`src/eprom_lock_pkg.sv`:
```
// Constants and carriers for the program-memory protection block
package eprom_lock_pkg;
  localparam int ENC_DEPTH = 64;
  localparam int ENC_IDX_W = 6;
  localparam int CODE_ADDR_W = 16;
  localparam int AXI_ADDR_W = 8;
  localparam logic [7:0] ERASED_BYTE = 8'hFF;
  localparam logic [7:0] DENIED_BYTE = 8'hFF;
  localparam logic [AXI_ADDR_W-1:0] LOCK_CTRL_OFS = 8'h00;
  localparam logic [AXI_ADDR_W-1:0] ENC_PROG_OFS = 8'h04;
  localparam logic [AXI_ADDR_W-1:0] PROT_STAT_OFS = 8'h08;
  localparam logic [AXI_ADDR_W-1:0] SIGNATURE_OFS = 8'h0C;
  localparam int LEVEL_LSB = 4;
  localparam int ENC_IDX_LSB = 8;
  localparam int STAT_REFUSED = 0;
  localparam int STAT_EA_VAL = 1;
  localparam int STAT_EA_DONE = 2;
  localparam int STAT_PROG_OK = 3;
  localparam logic [1:0] RESP_OKAY = 2'h0;
  localparam logic [1:0] RESP_SLVERR = 2'h2;
  // Level codes: 0 is level 1 (open) up to 3 is level 4
  localparam logic [1:0] LVL_OPEN = 2'h0;
  localparam logic [1:0] LVL_NO_PROG = 2'h1;
  localparam logic [1:0] LVL_NO_VFY = 2'h2;
  localparam logic [1:0] LVL_NO_EXT = 2'h3;
  typedef struct packed {
    logic valid;
    logic deny;
    logic [7:0] data;
  } rsp_s;
  localparam rsp_s RSP_IDLE = '{valid: 1'b0, deny: 1'b0, data: 8'h00};
endpackage

```
`src/eprom_lock_protection.sv`:
```
// Lock bits, encryption array and signature for the program EPROM
// Contract
// Sixty-four byte encryption array, every byte erased to all ones.
// Six low code address bits select the encryption byte on verify.
// Verify output is code byte XNOR selected encryption byte.
// Programmer should fill unused code with random bytes.
// Three independently programmable lock bits choose four levels.
// Level 1: no locks; verify still encrypted; table reads plain.
// Level 2: block external table reads, latch pin, stop programming.
// Level 3: level 2 plus verify disabled.
// Level 4: level 3 plus external execution disabled.
// Programmer should lock levels 2 and 3 only after verifying.
// Four fixed signature bytes readable, never alterable.
// Several programmed lock bits give the highest level indicated.
//
// The placing of the registers and the AXI4-Lite register port were left to the implementer.
`timescale 1ns/10ps
`default_nettype none
module eprom_lock_protection #(
  parameter logic [31:0] SIGNATURE = 32'h5A5A_A5A5 // Arbitrary value
) (
  input wire logic MCLK_I,
  input wire logic SYS_RST_I,
  input wire logic [7:0] S_AXI_AWADDR_I,
  input wire logic S_AXI_AWVALID_I,
  output logic S_AXI_AWREADY_O,
  input wire logic [31:0] S_AXI_WDATA_I,
  input wire logic [3:0] S_AXI_WSTRB_I,
  input wire logic S_AXI_WVALID_I,
  output logic S_AXI_WREADY_O,
  output logic [1:0] S_AXI_BRESP_O,
  output logic S_AXI_BVALID_O,
  input wire logic S_AXI_BREADY_I,
  input wire logic [7:0] S_AXI_ARADDR_I,
  input wire logic S_AXI_ARVALID_I,
  output logic S_AXI_ARREADY_O,
  output logic [31:0] S_AXI_RDATA_O,
  output logic [1:0] S_AXI_RRESP_O,
  output logic S_AXI_RVALID_O,
  input wire logic S_AXI_RREADY_I,
  input wire logic VFY_REQ_I,
  input wire logic [15:0] VFY_ADDR_I,
  input wire logic [7:0] VFY_CODE_I,
  output logic VFY_VALID_O,
  output logic VFY_DENY_O,
  output logic [7:0] VFY_DATA_O,
  input wire logic TBL_RD_REQ_I,
  input wire logic TBL_RD_EXT_I,
  input wire logic [7:0] TBL_RD_CODE_I,
  output logic TBL_RD_VALID_O,
  output logic TBL_RD_DENY_O,
  output logic [7:0] TBL_RD_DATA_O,
  input wire logic EXTERNAL_ACCESS_SELECT_I,
  output logic EXTERNAL_ACCESS_SELECT_O,
  output logic EXT_EXEC_ALLOW_O,
  output logic CODE_PROG_ALLOW_O,
  output logic [1:0] PROT_LEVEL_O
);

  // Bus slave state
  logic aw_hold, next_aw_hold;
  logic w_hold, next_w_hold;
  logic [7:0] aw_addr, next_aw_addr;
  logic [31:0] w_data, next_w_data;
  logic [3:0] w_strb, next_w_strb;
  logic awready, next_awready;
  logic wready, next_wready;
  logic bvalid, next_bvalid;
  logic [1:0] bresp, next_bresp;
  logic arready, next_arready;
  logic rvalid, next_rvalid;
  logic [1:0] rresp, next_rresp;
  logic [31:0] rdata, next_rdata;
  logic do_write;

  // Protection state
  logic first_lock_bit, next_first_lock_bit;
  logic second_lock_bit, next_second_lock_bit;
  logic third_lock_bit, next_third_lock_bit;
  logic [1:0] level;
  logic refused, next_refused;
  logic ea_done, next_ea_done;
  logic ea_latch, next_ea_latch;
  logic enc_we;
  logic [5:0] enc_idx;
  logic [7:0] enc_wdata;
  logic [7:0] enc_mem [eprom_lock_pkg::ENC_DEPTH];

  // Core-facing outputs
  eprom_lock_pkg::rsp_s vfy, next_vfy;
  eprom_lock_pkg::rsp_s tbl, next_tbl;
  logic ea_out, next_ea_out;
  logic ext_exec, next_ext_exec;
  logic prog_ok, next_prog_ok;
  logic [1:0] lvl_out, next_lvl_out;

  // Highest programmed bit wins, so mixed patterns lock hardest
  always_comb begin
    if (third_lock_bit) begin
      level = eprom_lock_pkg::LVL_NO_EXT;
    end else if (second_lock_bit) begin
      level = eprom_lock_pkg::LVL_NO_VFY;
    end else if (first_lock_bit) begin
      level = eprom_lock_pkg::LVL_NO_PROG;
    end else begin
      level = eprom_lock_pkg::LVL_OPEN;
    end
  end

  assign do_write = aw_hold && w_hold && !bvalid;

  always_comb begin
    next_aw_hold = aw_hold;
    next_w_hold = w_hold;
    next_aw_addr = aw_addr;
    next_w_data = w_data;
    next_w_strb = w_strb;
    next_bvalid = bvalid;
    next_bresp = bresp;
    // Comes up on the first edge after reset and whenever no read is open
    next_arready = arready || !rvalid;
    next_rvalid = rvalid;
    next_rresp = rresp;
    next_rdata = rdata;
    if (S_AXI_AWVALID_I && awready) begin
      next_aw_hold = 1'b1;
      next_aw_addr = S_AXI_AWADDR_I;
    end
    if (S_AXI_WVALID_I && wready) begin
      next_w_hold = 1'b1;
      next_w_data = S_AXI_WDATA_I;
      next_w_strb = S_AXI_WSTRB_I;
    end
    if (do_write) begin
      next_aw_hold = 1'b0;
      next_w_hold = 1'b0;
      next_bvalid = 1'b1;
      unique case (aw_addr)
        eprom_lock_pkg::LOCK_CTRL_OFS,
        eprom_lock_pkg::ENC_PROG_OFS,
        eprom_lock_pkg::PROT_STAT_OFS:
          next_bresp = eprom_lock_pkg::RESP_OKAY;
        default:
          next_bresp = eprom_lock_pkg::RESP_SLVERR;
      endcase
    end else if (bvalid && S_AXI_BREADY_I) begin
      next_bvalid = 1'b0;
    end
    next_awready = !next_aw_hold && !next_bvalid;
    next_wready = !next_w_hold && !next_bvalid;
    if (S_AXI_ARVALID_I && arready) begin
      next_arready = 1'b0;
      next_rvalid = 1'b1;
      next_rresp = eprom_lock_pkg::RESP_OKAY;
      next_rdata = 32'h0000_0000;
      unique case (S_AXI_ARADDR_I)
        eprom_lock_pkg::LOCK_CTRL_OFS: begin
          next_rdata[2:0] = {third_lock_bit, second_lock_bit,
                             first_lock_bit};
          next_rdata[eprom_lock_pkg::LEVEL_LSB +: 2] = level;
        end
        eprom_lock_pkg::ENC_PROG_OFS: begin
          next_rdata[eprom_lock_pkg::STAT_PROG_OK] = prog_ok;
        end
        eprom_lock_pkg::PROT_STAT_OFS: begin
          next_rdata[eprom_lock_pkg::STAT_REFUSED] = refused;
          next_rdata[eprom_lock_pkg::STAT_EA_VAL] = ea_latch;
          next_rdata[eprom_lock_pkg::STAT_EA_DONE] = ea_done;
          next_rdata[eprom_lock_pkg::STAT_PROG_OK] = prog_ok;
        end
        eprom_lock_pkg::SIGNATURE_OFS: begin
          next_rdata = SIGNATURE;
        end
        default: begin
          next_rresp = eprom_lock_pkg::RESP_SLVERR;
        end
      endcase
    end else if (rvalid && S_AXI_RREADY_I) begin
      next_rvalid = 1'b0;
      next_arready = 1'b1;
    end
  end

  always_ff @(posedge MCLK_I or posedge SYS_RST_I) begin
    if (SYS_RST_I) begin
      aw_hold <= 1'b0;
      w_hold <= 1'b0;
      aw_addr <= 8'h00;
      w_data <= 32'h0000_0000;
      w_strb <= 4'h0;
      awready <= 1'b0;
      wready <= 1'b0;
      bvalid <= 1'b0;
      bresp <= eprom_lock_pkg::RESP_OKAY;
      arready <= 1'b0;
      rvalid <= 1'b0;
      rresp <= eprom_lock_pkg::RESP_OKAY;
      rdata <= 32'h0000_0000;
    end else begin
      aw_hold <= next_aw_hold;
      w_hold <= next_w_hold;
      aw_addr <= next_aw_addr;
      w_data <= next_w_data;
      w_strb <= next_w_strb;
      awready <= next_awready;
      wready <= next_wready;
      bvalid <= next_bvalid;
      bresp <= next_bresp;
      arready <= next_arready;
      rvalid <= next_rvalid;
      rresp <= next_rresp;
      rdata <= next_rdata;
    end
  end

  // Writes only ever take lock bits from unprogrammed to programmed; reset clears them
  always_comb begin
    next_first_lock_bit = first_lock_bit;
    next_second_lock_bit = second_lock_bit;
    next_third_lock_bit = third_lock_bit;
    next_refused = refused;
    next_ea_done = 1'b1;
    next_ea_latch = ea_latch;
    enc_we = 1'b0;
    enc_idx = w_data[eprom_lock_pkg::ENC_IDX_LSB +:
                     eprom_lock_pkg::ENC_IDX_W];
    enc_wdata = w_data[7:0];
    // Pin level caught on the first edge after reset release
    if (!ea_done) begin
      next_ea_latch = EXTERNAL_ACCESS_SELECT_I;
    end
    if (do_write && w_strb[0]) begin
      unique case (aw_addr)
        eprom_lock_pkg::LOCK_CTRL_OFS: begin
          next_first_lock_bit = first_lock_bit | w_data[0];
          next_second_lock_bit = second_lock_bit | w_data[1];
          next_third_lock_bit = third_lock_bit | w_data[2];
        end
        eprom_lock_pkg::ENC_PROG_OFS: begin
          if (level == eprom_lock_pkg::LVL_OPEN && w_strb[1]) begin
            enc_we = 1'b1;
          end else begin
            next_refused = 1'b1;
          end
        end
        eprom_lock_pkg::PROT_STAT_OFS: begin
          if (w_data[eprom_lock_pkg::STAT_REFUSED]) begin
            next_refused = 1'b0;
          end
        end
        default: begin
        end
      endcase
    end
  end

  always_ff @(posedge MCLK_I or posedge SYS_RST_I) begin
    if (SYS_RST_I) begin
      first_lock_bit <= 1'b0;
      second_lock_bit <= 1'b0;
      third_lock_bit <= 1'b0;
      refused <= 1'b0;
      ea_done <= 1'b0;
      ea_latch <= 1'b0;
    end else begin
      first_lock_bit <= next_first_lock_bit;
      second_lock_bit <= next_second_lock_bit;
      third_lock_bit <= next_third_lock_bit;
      refused <= next_refused;
      ea_done <= next_ea_done;
      ea_latch <= next_ea_latch;
    end
  end

  // Programming can only clear bits, as an EPROM cell would
  for (genvar i = 0; i < eprom_lock_pkg::ENC_DEPTH; i++) begin : g_enc
    always_ff @(posedge MCLK_I or posedge SYS_RST_I) begin
      if (SYS_RST_I) begin
        enc_mem[i] <= eprom_lock_pkg::ERASED_BYTE;
      end else if (enc_we && enc_idx == 6'(i)) begin
        enc_mem[i] <= enc_mem[i] & enc_wdata;
      end
    end
  end

  always_comb begin
    next_vfy = eprom_lock_pkg::RSP_IDLE;
    next_tbl = eprom_lock_pkg::RSP_IDLE;
    if (VFY_REQ_I) begin
      next_vfy.valid = 1'b1;
      if (level >= eprom_lock_pkg::LVL_NO_VFY) begin
        next_vfy.deny = 1'b1;
        next_vfy.data = eprom_lock_pkg::DENIED_BYTE;
      end else begin
        // Erased code bytes expose the key; fill them with noise
        next_vfy.data = ~(VFY_CODE_I ^
          enc_mem[VFY_ADDR_I[eprom_lock_pkg::ENC_IDX_W-1:0]]);
      end
    end
    if (TBL_RD_REQ_I) begin
      next_tbl.valid = 1'b1;
      if (TBL_RD_EXT_I && level >= eprom_lock_pkg::LVL_NO_PROG) begin
        next_tbl.deny = 1'b1;
        next_tbl.data = eprom_lock_pkg::DENIED_BYTE;
      end else begin
        next_tbl.data = TBL_RD_CODE_I;
      end
    end
    if (level >= eprom_lock_pkg::LVL_NO_PROG && ea_done) begin
      next_ea_out = ea_latch;
    end else begin
      next_ea_out = EXTERNAL_ACCESS_SELECT_I;
    end
    next_ext_exec = (level != eprom_lock_pkg::LVL_NO_EXT);
    // Lock before sign-off leaves no way back
    next_prog_ok = (level == eprom_lock_pkg::LVL_OPEN);
    next_lvl_out = level;
  end

  always_ff @(posedge MCLK_I or posedge SYS_RST_I) begin
    if (SYS_RST_I) begin
      vfy <= eprom_lock_pkg::RSP_IDLE;
      tbl <= eprom_lock_pkg::RSP_IDLE;
      ea_out <= 1'b0;
      ext_exec <= 1'b1;
      prog_ok <= 1'b1;
      lvl_out <= eprom_lock_pkg::LVL_OPEN;
    end else begin
      vfy <= next_vfy;
      tbl <= next_tbl;
      ea_out <= next_ea_out;
      ext_exec <= next_ext_exec;
      prog_ok <= next_prog_ok;
      lvl_out <= next_lvl_out;
    end
  end

  assign S_AXI_AWREADY_O = awready;
  assign S_AXI_WREADY_O = wready;
  assign S_AXI_BVALID_O = bvalid;
  assign S_AXI_BRESP_O = bresp;
  assign S_AXI_ARREADY_O = arready;
  assign S_AXI_RVALID_O = rvalid;
  assign S_AXI_RRESP_O = rresp;
  assign S_AXI_RDATA_O = rdata;
  assign VFY_VALID_O = vfy.valid;
  assign VFY_DENY_O = vfy.deny;
  assign VFY_DATA_O = vfy.data;
  assign TBL_RD_VALID_O = tbl.valid;
  assign TBL_RD_DENY_O = tbl.deny;
  assign TBL_RD_DATA_O = tbl.data;
  assign EXTERNAL_ACCESS_SELECT_O = ea_out;
  assign EXT_EXEC_ALLOW_O = ext_exec;
  assign CODE_PROG_ALLOW_O = prog_ok;
  assign PROT_LEVEL_O = lvl_out;

endmodule // eprom_lock_protection
`default_nettype wire

```
`config.mk`:
```
export PLATFORM = sky130hd
export DESIGN_NAME = eprom_lock_protection
export DESIGN_NICKNAME = d
export VERILOG_FILES = /design/src/eprom_lock_pkg.sv /design/src/eprom_lock_protection.sv
export SDC_FILE = /design/constraint.sdc
export NUM_CORES = 1
export LEC_CHECK = 0
export ABC_AREA = 1
export BUFFER_PORTS_ARGS = -buffer_cell sky130_fd_sc_hd__buf_2
export CAP_MARGIN = 20
export CELL_PAD_IN_SITES_DETAIL_PLACEMENT = 0
export CELL_PAD_IN_SITES_GLOBAL_PLACEMENT = 1
export CORE_MARGIN = 2
export CORE_UTILIZATION = 48
export DETAILED_ROUTE_END_ITERATION = 7
export MAX_ROUTING_LAYER = met4
export PLACE_DENSITY = 0.88
export SETUP_SLACK_MARGIN = 0.5
export SYNTH_ARGS = -nofsm -noshare
export SYNTH_HDL_FRONTEND = slang
export SYNTH_SLANG_ARGS = --single-unit
```
`constraint.sdc`:
```
create_clock -name MCLK_I -period 20.9 [get_ports MCLK_I]
set_input_delay 3.135 -clock MCLK_I [delete_from_list [all_inputs] [get_ports MCLK_I]]
set_output_delay 3.135 -clock MCLK_I [all_outputs]
set_load 0.02 [all_outputs]
```
==> results of run 1 <==
## kinds of logic after synthesis
kind of cell,after synthesis,synth area share
AOI/OAI and AO/OA,552,0.153
DFF,583,0.575
and+or+nand+nor,1315,0.229
buffers and inverters,269,0.0426
other,2,0.000283
## cell usage in the layout, fill, tap and decap left out, types with 2 or more instances in the layout
cell	instances
sky130_fd_sc_hd__a21boi_1	61
sky130_fd_sc_hd__o21ai_0	33
sky130_fd_sc_hd__buf_4	25
sky130_fd_sc_hd__a21oi_1	4
sky130_fd_sc_hd__inv_6	3
sky130_fd_sc_hd__dfstp_2	514
sky130_fd_sc_hd__buf_16	4
sky130_fd_sc_hd__nand2_1	769
sky130_fd_sc_hd__buf_2	113
sky130_fd_sc_hd__nor4_1	2
sky130_fd_sc_hd__conb_1	16
sky130_fd_sc_hd__clkbuf_1	7
sky130_fd_sc_hd__dfrtp_1	69
sky130_fd_sc_hd__nor3_1	4
sky130_fd_sc_hd__nand3_1	450
sky130_fd_sc_hd__bufinv_16	5
sky130_fd_sc_hd__a21boi_0	450
sky130_fd_sc_hd__clkinv_2	15
sky130_fd_sc_hd__inv_2	10
sky130_fd_sc_hd__nor3_2	40
sky130_fd_sc_hd__inv_1	48
sky130_fd_sc_hd__nor3_4	21
sky130_fd_sc_hd__clkbuf_8	20
sky130_fd_sc_hd__nor2_1	23
sky130_fd_sc_hd__diode_2	3
sky130_fd_sc_hd__clkbuf_16	62
## cells in the mapped netlist
library cell               number
sky130_fd_sc_hd__nand2_1      769
sky130_fd_sc_hd__dfstp_2      514
sky130_fd_sc_hd__o22ai_1        1
sky130_fd_sc_hd__nor3_4        21
sky130_fd_sc_hd__dfrtp_1       69
sky130_fd_sc_hd__inv_2          3
sky130_fd_sc_hd__nor2_2         1
sky130_fd_sc_hd__buf_2         15
sky130_fd_sc_hd__a21oi_1        4
sky130_fd_sc_hd__inv_1         58
sky130_fd_sc_hd__nor3_2        40
sky130_fd_sc_hd__a21boi_1      61
sky130_fd_sc_hd__or2_1          1
sky130_fd_sc_hd__nor4_4         1
sky130_fd_sc_hd__nand3_1      450
sky130_fd_sc_hd__conb_1         2
sky130_fd_sc_hd__nor4_1         2
sky130_fd_sc_hd__nor3_1         4
sky130_fd_sc_hd__nor2_1        23
sky130_fd_sc_hd__buf_4         27
sky130_fd_sc_hd__nand4_1        1
sky130_fd_sc_hd__nor2_4         1
sky130_fd_sc_hd__o41ai_1        1
sky130_fd_sc_hd__o31ai_1        1
sky130_fd_sc_hd__a21boi_0     450
sky130_fd_sc_hd__buf_1         42
sky130_fd_sc_hd__clkbuf_1     124
sky130_fd_sc_hd__o21ai_0       33
sky130_fd_sc_hd__a32o_1         1
sky130_fd_sc_hd__nand4_4        1
## stage by stage
step | instance area [um2] | setup slack [ns]
4_1_cts | 29400 | 14.63
5_1_grt | 29500 | 14.19
3_5_place_dp | 27300 | 13.98
2_1_floorplan | 26500 | 2.30
6_report | 29500 | 14.33
3_3_place_gp | 27300 | 13.96
## cell type report
class | count | area share
Sequential cell | 583 | 0.516
Multi-Input combinational cell | 1883 | 0.345
Clock buffer | 88 | 0.0623
Timing Repair Buffer | 144 | 0.0304
Tap cell | 704 | 0.0298
Clock inverter | 23 | 0.00847
Inverter | 61 | 0.00834
Antenna cell | 3 | 0.000254
## worst max-delay path by stage
stage                  start                       end  slack, ns  depth (start not counted)
4_1_cts        VFY_ADDR_I[0]             VFY_DATA_O[1]      14.63                         14
2_1_floorplan      SYS_RST_I  EXTERNAL_ACCESS_SELECT_O       2.30                          1
3_5_place_dp   VFY_ADDR_I[0]             VFY_DATA_O[1]      13.98                         14
6_report       VFY_ADDR_I[0]             VFY_DATA_O[1]      14.33                         14
3_3_place_gp   VFY_ADDR_I[0]             VFY_DATA_O[1]      13.96                         14
5_1_grt        VFY_ADDR_I[0]             VFY_DATA_O[1]      14.19                         14
## layer usage
metal  GRT usage  share of wire  up-vias
met5           -              0        -
met1       0.348           0.43    10200
li1            -              -     9131
met4      0.0909          0.030        0
met2       0.405           0.47      734
met3      0.0583          0.076      139
## state kept, by name, indices dropped and copies added, names as in the netlist, 2 cells and up
name           cells
w_strb             2
S_AXI_RDATA_O      7
w_data            14
TBL_RD_DATA_O      8
VFY_DATA_O         8
enc_mem          512
PROT_LEVEL_O       2
aw_addr            8
## where the power goes
group	switching (mW)	internal [mW]	leakage, nW
clock	0.454	0.668	1.05
combinational	0.437	0.0911	4.63
sequential	0.0264	1.18	6.17
==> run summary, run 1 <==
Sorting the synthesized cells by area gives the leading types as sky130_fd_sc_hd__dfstp_2 51%, sky130_fd_sc_hd__a21boi_0 13%, sky130_fd_sc_hd__nand2_1 11%. The largest stage delay on the critical path is 0.95 ns. The worst voltage drop across the vdd grid came out at 79.6 uV. The setup slack of the most critical reg-to-reg path is 16.88 ns.

The starting utilization of the core area is 0.483. The signal on the critical path passes through clkbuf_8 > buf_4 > buf_4 > nand2_1 > nand3_1 > nand3_1 > nand2_1 > nand2_1 > nand3_1 > nand3_1 > nand3_1 > nand3_1 > nand2_1 > inv_1. The global-route wire length before repair is 115 mm. The setup violation total in the final timing report came out at 0. The share of synthesized area in the top cell type comes to 0.510. The type of the worst setup path is primary input to flop.

The number of iterations in the first detailed-routing pass is 8. The warning count from the yosys run came out at 0. The remaining global-route overflow came out at 0. The cell at the slowest stage of the critical path is sky130_fd_sc_hd__buf_4.

The proportion of synthesized chip area in sequential cells is 0.575. The maximum clock frequency came out at 152 MHz. The post-route minimum period is 6.57 ns. For the pin with the worst max-slew slack, the measured transition is 1.11 ns. Measured along the y axis, the die boundary spans 239 um. The post-CTS setup buffer count came out at 0. The number of top-level design ports came out at 161. The number of hold buffers added after CTS was 0. The required time at the endpoint of the critical path came out at 21.39 ns. The number of buffers and inverters on the critical path is 4. The clock reaches the later pin of the worst-skew pair after 0.63 ns. The routed length per instance came out at 20.7 um. Along the worst hold path, the cell count comes to 1.

Once detail routing completed, the nets flagged for antenna violations numbered 0. The number of failing hold endpoints at the final stage came out at 0. The tool flagged a number of max-cap violations equal to 0. The min-delay analysis places its worst path in the category flop to flop.

The count of placed standard cells in the final layout, fillers left out came out at 3489. The number of placed cells counting well taps is 3371. The number of port buffers came out at 115. Of the available clock period, the critical path in the final layout requires 0.314. The CTS H-tree depth came out at 2.

The area added between synthesis and finish is 11.5%. For the worst setup path, the data arrival time is 7.06 ns. In this run the tightest slew margin relative to its limit is 0.261. After routing, the total negative slack on setup checks comes to 0 ns. The flip-flop and latch count after synthesis came out at 583. The number of global-route vias before repair is 20100. In this run the clock root is driven by a sky130_fd_sc_hd__clkbuf_16. In this design, the critical path's most frequently occurring cell is sky130_fd_sc_hd__nand3_1.

The number of DRC markers in iteration 0 is 1742. The number of buffers created by CTS is 59. The utilization of the core after routing is 0.538. Counting the fill cells in the layout gives 4817. The maximum fanout along the worst path came out at 97. In the final layout, the multi-input gates occupy 0.0102 mm2. The maximum count of clock buffers along a single path came out at 3.

The power density relative to cell area is 96.7 mW/mm2. The flow ran to the end, and the final reports show no timing, DRC or antenna violations. The overall via count from detail_route came out at 20200. The final worst clock skew came out at 0.0192 ns. The overall track demand over capacity in global routing came out at 0.264.

The worst setup path is launched from a primary input. Detailed placement ended at an HPWL of 42.6 mm. The final-report max-slew violation count came out at 0. The count of nets after finishing came out at 2827. The clock edge transition at the registers on the reported setup and hold paths came out at 0.07 ns. After floorplanning, the core was divided into 86 placement rows. The initial antenna violation count came out at 2.

The combined area of all synthesized cells came out at 0.0265 mm2. The die is 239 um wide. The standby leakage power is 11.8 nW.

The number of cells on the worst reg-to-reg path is 7. The placer's final routability congestion estimate came out at 0.904. The type of element capturing the critical path is a flop. Of the cells placed in the final design, the portion with a size suffix greater than 1 is 0.302.

The total area inside the core boundary comes to 0.0549 mm2. The register area came out at 0.0152 mm2. For this run, design rule violations remaining after detail routing come to 0. The worst reg2reg path startpoint is second_lock_bit. The worst hold margin came out at 0.468 ns.

The final wirelength is 72.2 mm. The number of distinct standard cells referenced by the synthesized netlist came out at 30. The die covers 0.0571 mm2. The post-synthesis cell count is 2721. The largest total area in the synthesized netlist belongs to sky130_fd_sc_hd__dfstp_2. In this run the most critical hold path is launched from third_lock_bit. The maximum number of pins on one net before global-route repair is 136. After synthesis, the mean cell area works out to 9.74 um2. TritonCTS built the clock tree. The clock net sink count came out at 583. The worst hold path endpoint is EXT_EXEC_ALLOW_O.

In this run the critical register-to-register path is captured at enc_mem[424]. On the critical path the largest part of the delay comes from buffers and inverters. Setup repair after global routing left no endpoint under its margin. The overall power consumption came out at 2.86 mW. After clock tree synthesis, the repair step resized 0 gates. The via-per-instance ratio is 5.80.
(Power assumes the default switching activity.)
==> run 2, diff against run 1 <==
==> constraint.sdc (replaced) <==
create_clock -name MCLK_I -period 6.6 [get_ports MCLK_I]
set_input_delay 0.99 -clock MCLK_I [delete_from_list [all_inputs] [get_ports MCLK_I]]
set_output_delay 0.99 -clock MCLK_I [all_outputs]
set_load 0.02 [all_outputs]
==> run 2 against run 1 <==
Design area rose by 0.59%. Critical path depth unchanged. Die area stayed put. Flip-flop and latch count unchanged. Via count up 0.75%. Hold slack got worse by 0.014 ns. Highest routed layer unchanged.
==> run summary, run 2 (synthesis results as in run 1) <==
The flow ran to the end, and the final reports show no timing, DRC or antenna violations. The leading cell type in the layout, fill and taps excluded is sky130_fd_sc_hd__nand2_1. The register with the most flip-flops in the layout has 512 of them.

The cell family contributing the most delay on the critical path is buffers and inverters. The post-route minimum period came out at 3.67 ns. Dividing the detail-routed via count by the number of cells gives 5.83. The startpoint identified for the worst hold timing path is enc_mem[159]. The path class of the tightest hold or removal check is flop to flop. The utilization of the core after routing is 0.541. The later pin in the worst-skew pair is clocked with a latency of 0.60 ns. Ranked by flip-flop count, first place goes to enc_mem. The worst setup path is of the primary input to flop kind. The final-layout fill cell count came out at 4747.

The number of failing hold endpoints at the final stage is 0. The height of the die is 239 um. The CTS H-tree depth is 3. STA puts the critical path data required time at 7.09 ns. After detailed routing, the total wire length is 72.6 mm.

The worst setup path is launched from a primary input. The first global-routing pass estimated 114 mm of wire. The remaining global-route overflow came out at 0. Walking the worst path, the cells encountered are clkbuf_8 > inv_6 > buf_4 > nand2_1 > nand3_1 > nand3_1 > nand2_1 > nand2_1 > nand3_1 > nand3_1 > nand3_1 > nand3_1 > nand2_1 > inv_1. The largest stage delay on the critical path came out at 0.68 ns. Setup violations remaining at the end of the flow were counted as 0.

The total core area came out at 0.0549 mm2. The worst voltage drop across the vdd grid came out at 266 uV. TritonCTS built the clock tree. The max-capacitance violation count is 0. The analysis attributes to cell leakage a power of 11.9 nW. The number of buffers created by CTS is 66. The die footprint came out at 0.0571 mm2. The first detailed-routing pass took 6 iterations. The startpoint identified for the worst register-to-register timing path is second_lock_bit. The maximum number of pins on one net before global-route repair is 188. The placer's final routability congestion estimate came out at 0.902. The overall via count from detail_route is 20400. The cell at the slowest stage of the critical path is sky130_fd_sc_hd__buf_4. The routed length per instance is 20.8 um.

The number of cells on the worst hold path came out at 2. The path with the worst hold slack has its endpoint at enc_mem[159]. The setup check on the worst reg-to-reg path leaves a slack of 2.95 ns. The post-route clock period utilization is 0.555. The share of final-layout standard cells stronger than drive strength 1 came out at 0.301.

The overall track demand over capacity in global routing is 0.265. The number of DRC markers in iteration 0 came out at 1892. The maximum count of clock buffers along a single path is 3. Of all nets on the critical path, the largest fanout is 116.

The number of gates resized after CTS is 0. For this design, the sink count on the clock tree is 583. The largest registers in the layout are enc_mem: 512 flops, w_data: 14 flops. The final worst clock skew came out at 0.0221 ns. The power density relative to cell area came out at 312 mW/mm2. The width of the die came out at 239 um. The standard-cell row count is 86.

The relative slew slack came out at 0.264. The post-detailed-route count of antenna-violating nets came out at 0. The remaining routing DRC violations came out at 0. The number of buffers added to fix hold violations after cts is 0.

The area added between synthesis and finish came out at 12.2%. The number of global-route vias before repair came to 20300. The count of nets after finishing is 2836. Summed over all nets, the half-perimeter wirelength after detailed placement is 43.3 mm. After clock tree synthesis, the clock-pin slew on the worst setup and hold paths is 0.06 ns. The initial utilization of the core area, before any placement, comes to 0.483.

Setup repair after global routing left no endpoint under its margin. The data arrival time at the worst-slack endpoint came out at 4.16 ns. The final-report max-slew violation count came out at 0. The initial antenna violation count is 1. The count of cell instances traversed by the critical path came out at 14. In the layout the commonest cells are 769 x sky130_fd_sc_hd__nand2_1, 514 x sky130_fd_sc_hd__dfstp_2, 450 x sky130_fd_sc_hd__a21boi_0, 450 x sky130_fd_sc_hd__nand3_1, 113 x sky130_fd_sc_hd__buf_2.

The number of placed cells counting well taps came out at 3374. The number of cells on the worst reg-to-reg path is 7. Excluding fillers, the count of instances in the completed layout stands at 3497. The post-CTS setup buffer count is 0.

The worst setup path is captured at a flop. Buffers placed on the I/O ports in this run total 115. The number of buffer and inverter instances along the worst setup path came out at 4. The number of top-level design ports is 161.

The cell occurring most often along the worst timing path is sky130_fd_sc_hd__nand3_1. For this run, the top clock speed supported by timing is 273 MHz. The number of antenna diodes in the final layout is 0. The tree is rooted in a sky130_fd_sc_hd__clkbuf_16.

The overall power consumption is 9.27 mW. The capture point of the worst reg-to-reg path is enc_mem[182]. The measured slew at the worst slew-check pin came out at 1.10 ns.
[run 2: area by class of cell]
class | count | area, um2 | area share
inverters | 61 | 243 | 0.00817
flip-flops and latches | 583 | 15200 | 0.513
clock inverters | 16 | 194 | 0.00653
well taps | 704 | 881 | 0.0296
repair buffers | 146 | 917 | 0.0309
multi-input cells | 1883 | 10200 | 0.343
clock buffers | 104 | 2060 | 0.0694
[run 2: power breakdown]
| part | total, mW | switching (mW) | internal, mW | leakage (nW) |
|---|---|---|---|---|
| clock network | 3.77 | 1.46 | 2.31 | 1.11 |
| logic | 1.67 | 1.39 | 0.282 | 4.63 |
| registers | 3.82 | 0.0900 | 3.73 | 6.17 |
| total | 9.27 | 2.95 | 6.32 | 11.9 |
[run 2: how the worst max path moves through the flow]
stage | slack [ns] | startpoint | endpoint
final | 2.93 | VFY_ADDR_I[0] | VFY_DATA_O[4]
after global routing | 2.74 | VFY_ADDR_I[0] | VFY_DATA_O[7]
after CTS | 3.03 | second_lock_bit | enc_mem[182]
after detailed placement | 2.44 | VFY_ADDR_I[0] | VFY_DATA_O[7]
after global placement | 2.44 | VFY_ADDR_I[0] | VFY_DATA_O[7]
after floorplan | -1.92 | SYS_RST_I | EXTERNAL_ACCESS_SELECT_O
[run 2: per-layer routing]
metal | routed length (um) | global-route usage | vias to the layer above
met5 | 0 | - | -
met4 | 2240 | 0.0917 | 0
met3 | 5470 | 0.0594 | 159
met2 | 33800 | 0.404 | 753
met1 | 31100 | 0.351 | 10300
li1 | - | - | 9154
[run 2: worst min-delay path: cells and delay by family, from the launching register on]
kind	cells	cell delay [ns]
flip-flops	1	0.36
AO/OA/AOI/OAI	1	0.04
buffers and inverters	1	0.05
[run 2: stage by stage]
step                worst slack, ns  setup TNS (ns)  area (um2)  hold slack [ns]
floorplan                     -1.92         -132.19       26600            0.412
global placement               2.44               0       27400            0.441
detailed placement             2.44               0       27400            0.446
CTS                            3.03               0       29600            0.454
global route                   2.74               0       29700            0.466
finish                         2.93               0       29700            0.453
==> run 3, diff against run 2 <==
--- a/config.mk
+++ b/config.mk
@@ -11,10 +11,10 @@
 export CELL_PAD_IN_SITES_DETAIL_PLACEMENT = 0
 export CELL_PAD_IN_SITES_GLOBAL_PLACEMENT = 1
 export CORE_MARGIN = 2
-export CORE_UTILIZATION = 48
+export CORE_UTILIZATION = 43
 export DETAILED_ROUTE_END_ITERATION = 7
 export MAX_ROUTING_LAYER = met4
-export PLACE_DENSITY = 0.88
+export PLACE_DENSITY = 0.84
 export SETUP_SLACK_MARGIN = 0.5
 export SYNTH_ARGS = -nofsm -noshare
 export SYNTH_HDL_FRONTEND = slang
==> constraint.sdc (replaced) <==
create_clock -name MCLK_I -period 3.1 [get_ports MCLK_I]
set_input_delay 0.465 -clock MCLK_I [delete_from_list [all_inputs] [get_ports MCLK_I]]
set_output_delay 0.465 -clock MCLK_I [all_outputs]
set_load 0.02 [all_outputs]
==> run 3 against run 2 <==
Sequential power is 110% higher. Cell count rose by 3.1%. Utilization fell by 4.5 points. Flip-flop and latch count did not move. Combinational power increased by 120%. Clock skew rose by 0.0016 ns. First-iteration DRC count down 20%. Via count is 1.6% lower. Clock power grew 97%. Die area is 11% higher. Hold slack got worse by 0.42 ns. Critical endpoint is now enc_mem[275]. Largest cell class unchanged. Largest power group unchanged.
==> run summary, run 3 (synthesis results as in run 1) <==
The cell family contributing the most delay on the critical path is simple AND/OR/NAND/NOR gates. The length of routed met3 wiring came out at 4.49 mm. The count of nets after finishing is 2869. Data arrives at the worst endpoint at 2.88 ns.

The final route contains 20100 vias. The maximum number of pins on one net before global-route repair is 93. Setup repair after global routing left no endpoint under its margin. The run finished with clean final reports.

The share of final-layout standard cells stronger than drive strength 1 is 0.308. The number of global-route vias before repair came out at 20400. The post-detailed-route count of antenna-violating nets is 0.

STA classifies the critical path endpoint as a flop. The die footprint came out at 0.0636 mm2. Port buffering added 115 buffers.

The utilization of the core after routing is 0.496. Traced cell by cell, the critical path runs through or2_1 > nor4_4 > nand4_4 > buf_12 > nor3_2 > a21boi_0. The power density relative to cell area came out at 640 mW/mm2. The routed length per instance came out at 19.8 um.

The count of placed standard cells in the final layout, fillers left out came out at 3607. The clock latency of the later-clocked register in the worst-skew pair came out at 0.62 ns. The number of DRC markers in iteration 0 came out at 1523. The global-route wire length before repair came out at 115 mm. The critical path is of the flop to flop type. The final wirelength came out at 71.5 mm. The worst hold margin came out at 0.0357 ns.

The standby leakage power came out at 12.0 nW. The largest stage delay on the critical path is 0.56 ns. The number of failing hold endpoints at the final stage came out at 0. The post-route clock period utilization is 0.770. In the final layout, the registers with the most flip-flops are enc_mem: 512 flops, w_data: 14 flops.

The clock edge transition at the registers on the reported setup and hold paths came out at 0.06 ns. The CTS H-tree depth is 2. The starting utilization of the core area is 0.437. Using the TritonRoute via totals, the vias-per-cell ratio works out to 5.57. The cell at the slowest stage of the critical path is sky130_fd_sc_hd__nor3_2. The placer's final routability congestion estimate is 0.897. In the layout the commonest cells are 769 x sky130_fd_sc_hd__nand2_1, 514 x sky130_fd_sc_hd__dfstp_2, 450 x sky130_fd_sc_hd__a21boi_0, 450 x sky130_fd_sc_hd__nand3_1, 113 x sky130_fd_sc_hd__buf_2. The number of buffers created by CTS came out at 61. The measured slew at the worst slew-check pin came out at 1.05 ns. The worst hold path belongs to the class primary input to flop. The area growth from synthesis to layout is 13.4%. Between clock sinks in the finished design, the worst skew comes to 0.0237 ns. Derived from the worst setup path, the maximum achievable clock frequency is 419 MHz. The startpoint type of the worst setup path is a flop. The remaining global-route overflow came out at 0. Leaving out fill and tap cells, the most frequent cell in the layout is sky130_fd_sc_hd__nand2_1. The clock drives 583 sinks. The maximum fanout along the worst path came out at 64. TritonCTS built the clock tree. In this run the count of I/O pins placed on the die edge is 161. The detailed router put a total of 31.8 mm of wire on met1. The worst voltage drop across the vdd grid is 431 uV.

The number of placed cells counting well taps is 3492. Once detailed placement completed, the half-perimeter wirelength came to 45.9 mm. enc_mem holds more flip-flops than any other register. The relative slew slack came out at 0.301. The remaining routing DRC violations came out at 0.

STA puts the critical path data required time at 3.59 ns. The max-capacitance violation count is 0. The total core area came out at 0.0606 mm2. The CTS root buffer is sky130_fd_sc_hd__clkbuf_16.

After detailed routing, the met2 layer carries 33.5 mm of wire. Routed signal wires occupy layers up through met4. The flip-flop count of the largest register after layout is 512.

The height of the die came out at 252 um. Together, buffers and inverters on the worst path number 1. The standard-cell row count is 90.

The width of the die came out at 252 um. Setup violations remaining at the end of the flow were counted as 0. The initial antenna violation count came out at 1. The number of iterations in the first detailed-routing pass came out at 5. The post-CTS setup buffer count is 0.

The final-report max-slew violation count came out at 0. The routed design could run at a clock period as short as 2.39 ns. The overall track demand over capacity in global routing is 0.235. Counting along the longest clock path gives a buffer depth of 3.
run 3: stage by stage:
stage | setup WS, ns | power (mW) | setup TNS, ns | cell area [um2]
final | 0.713 | 19.2 | 0 | 30100
after global routing | 0.562 | 20.0 | 0 | 30100
after CTS | 0.671 | 19.4 | 0 | 30000
after detailed placement | 0.486 | 11.9 | 0 | 28000
after global placement | 0.497 | 11.8 | 0 | 28000
after floorplan | -4.89 | 10.4 | -1766.10 | 26600
run 3: report_power, final:
group	internal [mW]	leakage (nW)	switching (mW)
clock	4.37	0.992	3.07
sequential	7.95	6.17	0.177
combinational	0.676	4.88	2.99
total	13.0	12.0	6.24
run 3: cell type report:
type | count | area (um2)
antenna | 1 | 2.50
clock buffer | 96 | 1830
clock inverter | 17 | 220
fill | 5493 | 30500
inverter | 61 | 240
multi-input combinational | 1883 | 10200
sequential | 583 | 15200
tap | 782 | 978
timing repair buffer | 184 | 1360
run 3: repair_timing:
action / CTS / global route
endpoints found under the hold margin: 11 / 0
pin swaps: 0 / 0
gates cloned: 0 / 0
hold buffers: 1 / 0
gates resized for setup: 1 / 1
endpoints found under the setup margin: 3 / 1
run 3: layer usage:
metal,vias up,track usage
li1,9213,-
met1,10100,0.317
met2,591,0.368
met3,125,0.0407
met4,0,0.0641
met5,-,-
run 3: path summary, 6_finish.rpt:
kind / startpoint / endpoint / slack, ns / depth (start not counted)
max: aw_addr[0] / enc_mem[275] / 0.71 / 6
min: S_AXI_WSTRB_I[0] / w_strb[0] / 0.04 / 3
max reg2reg: aw_addr[0] / enc_mem[275] / 0.71 / 6
min reg2reg: enc_mem[159] / enc_mem[159] / 0.46 / 2
max in group asynchronous: SYS_RST_I / enc_mem[78] / 1.62 / 5
min in group asynchronous: SYS_RST_I / aw_addr[1] / 0.41 / 3
run 3: worst register-to-register path, cell delays in order (launching register included):
cell and delay, ns:
sky130_fd_sc_hd__dfrtp_1 0.37, sky130_fd_sc_hd__or2_1 0.28, sky130_fd_sc_hd__nor4_4 0.33, sky130_fd_sc_hd__nand4_4 0.15, sky130_fd_sc_hd__buf_12 0.28, sky130_fd_sc_hd__nor3_2 0.60, sky130_fd_sc_hd__a21boi_0 0.23
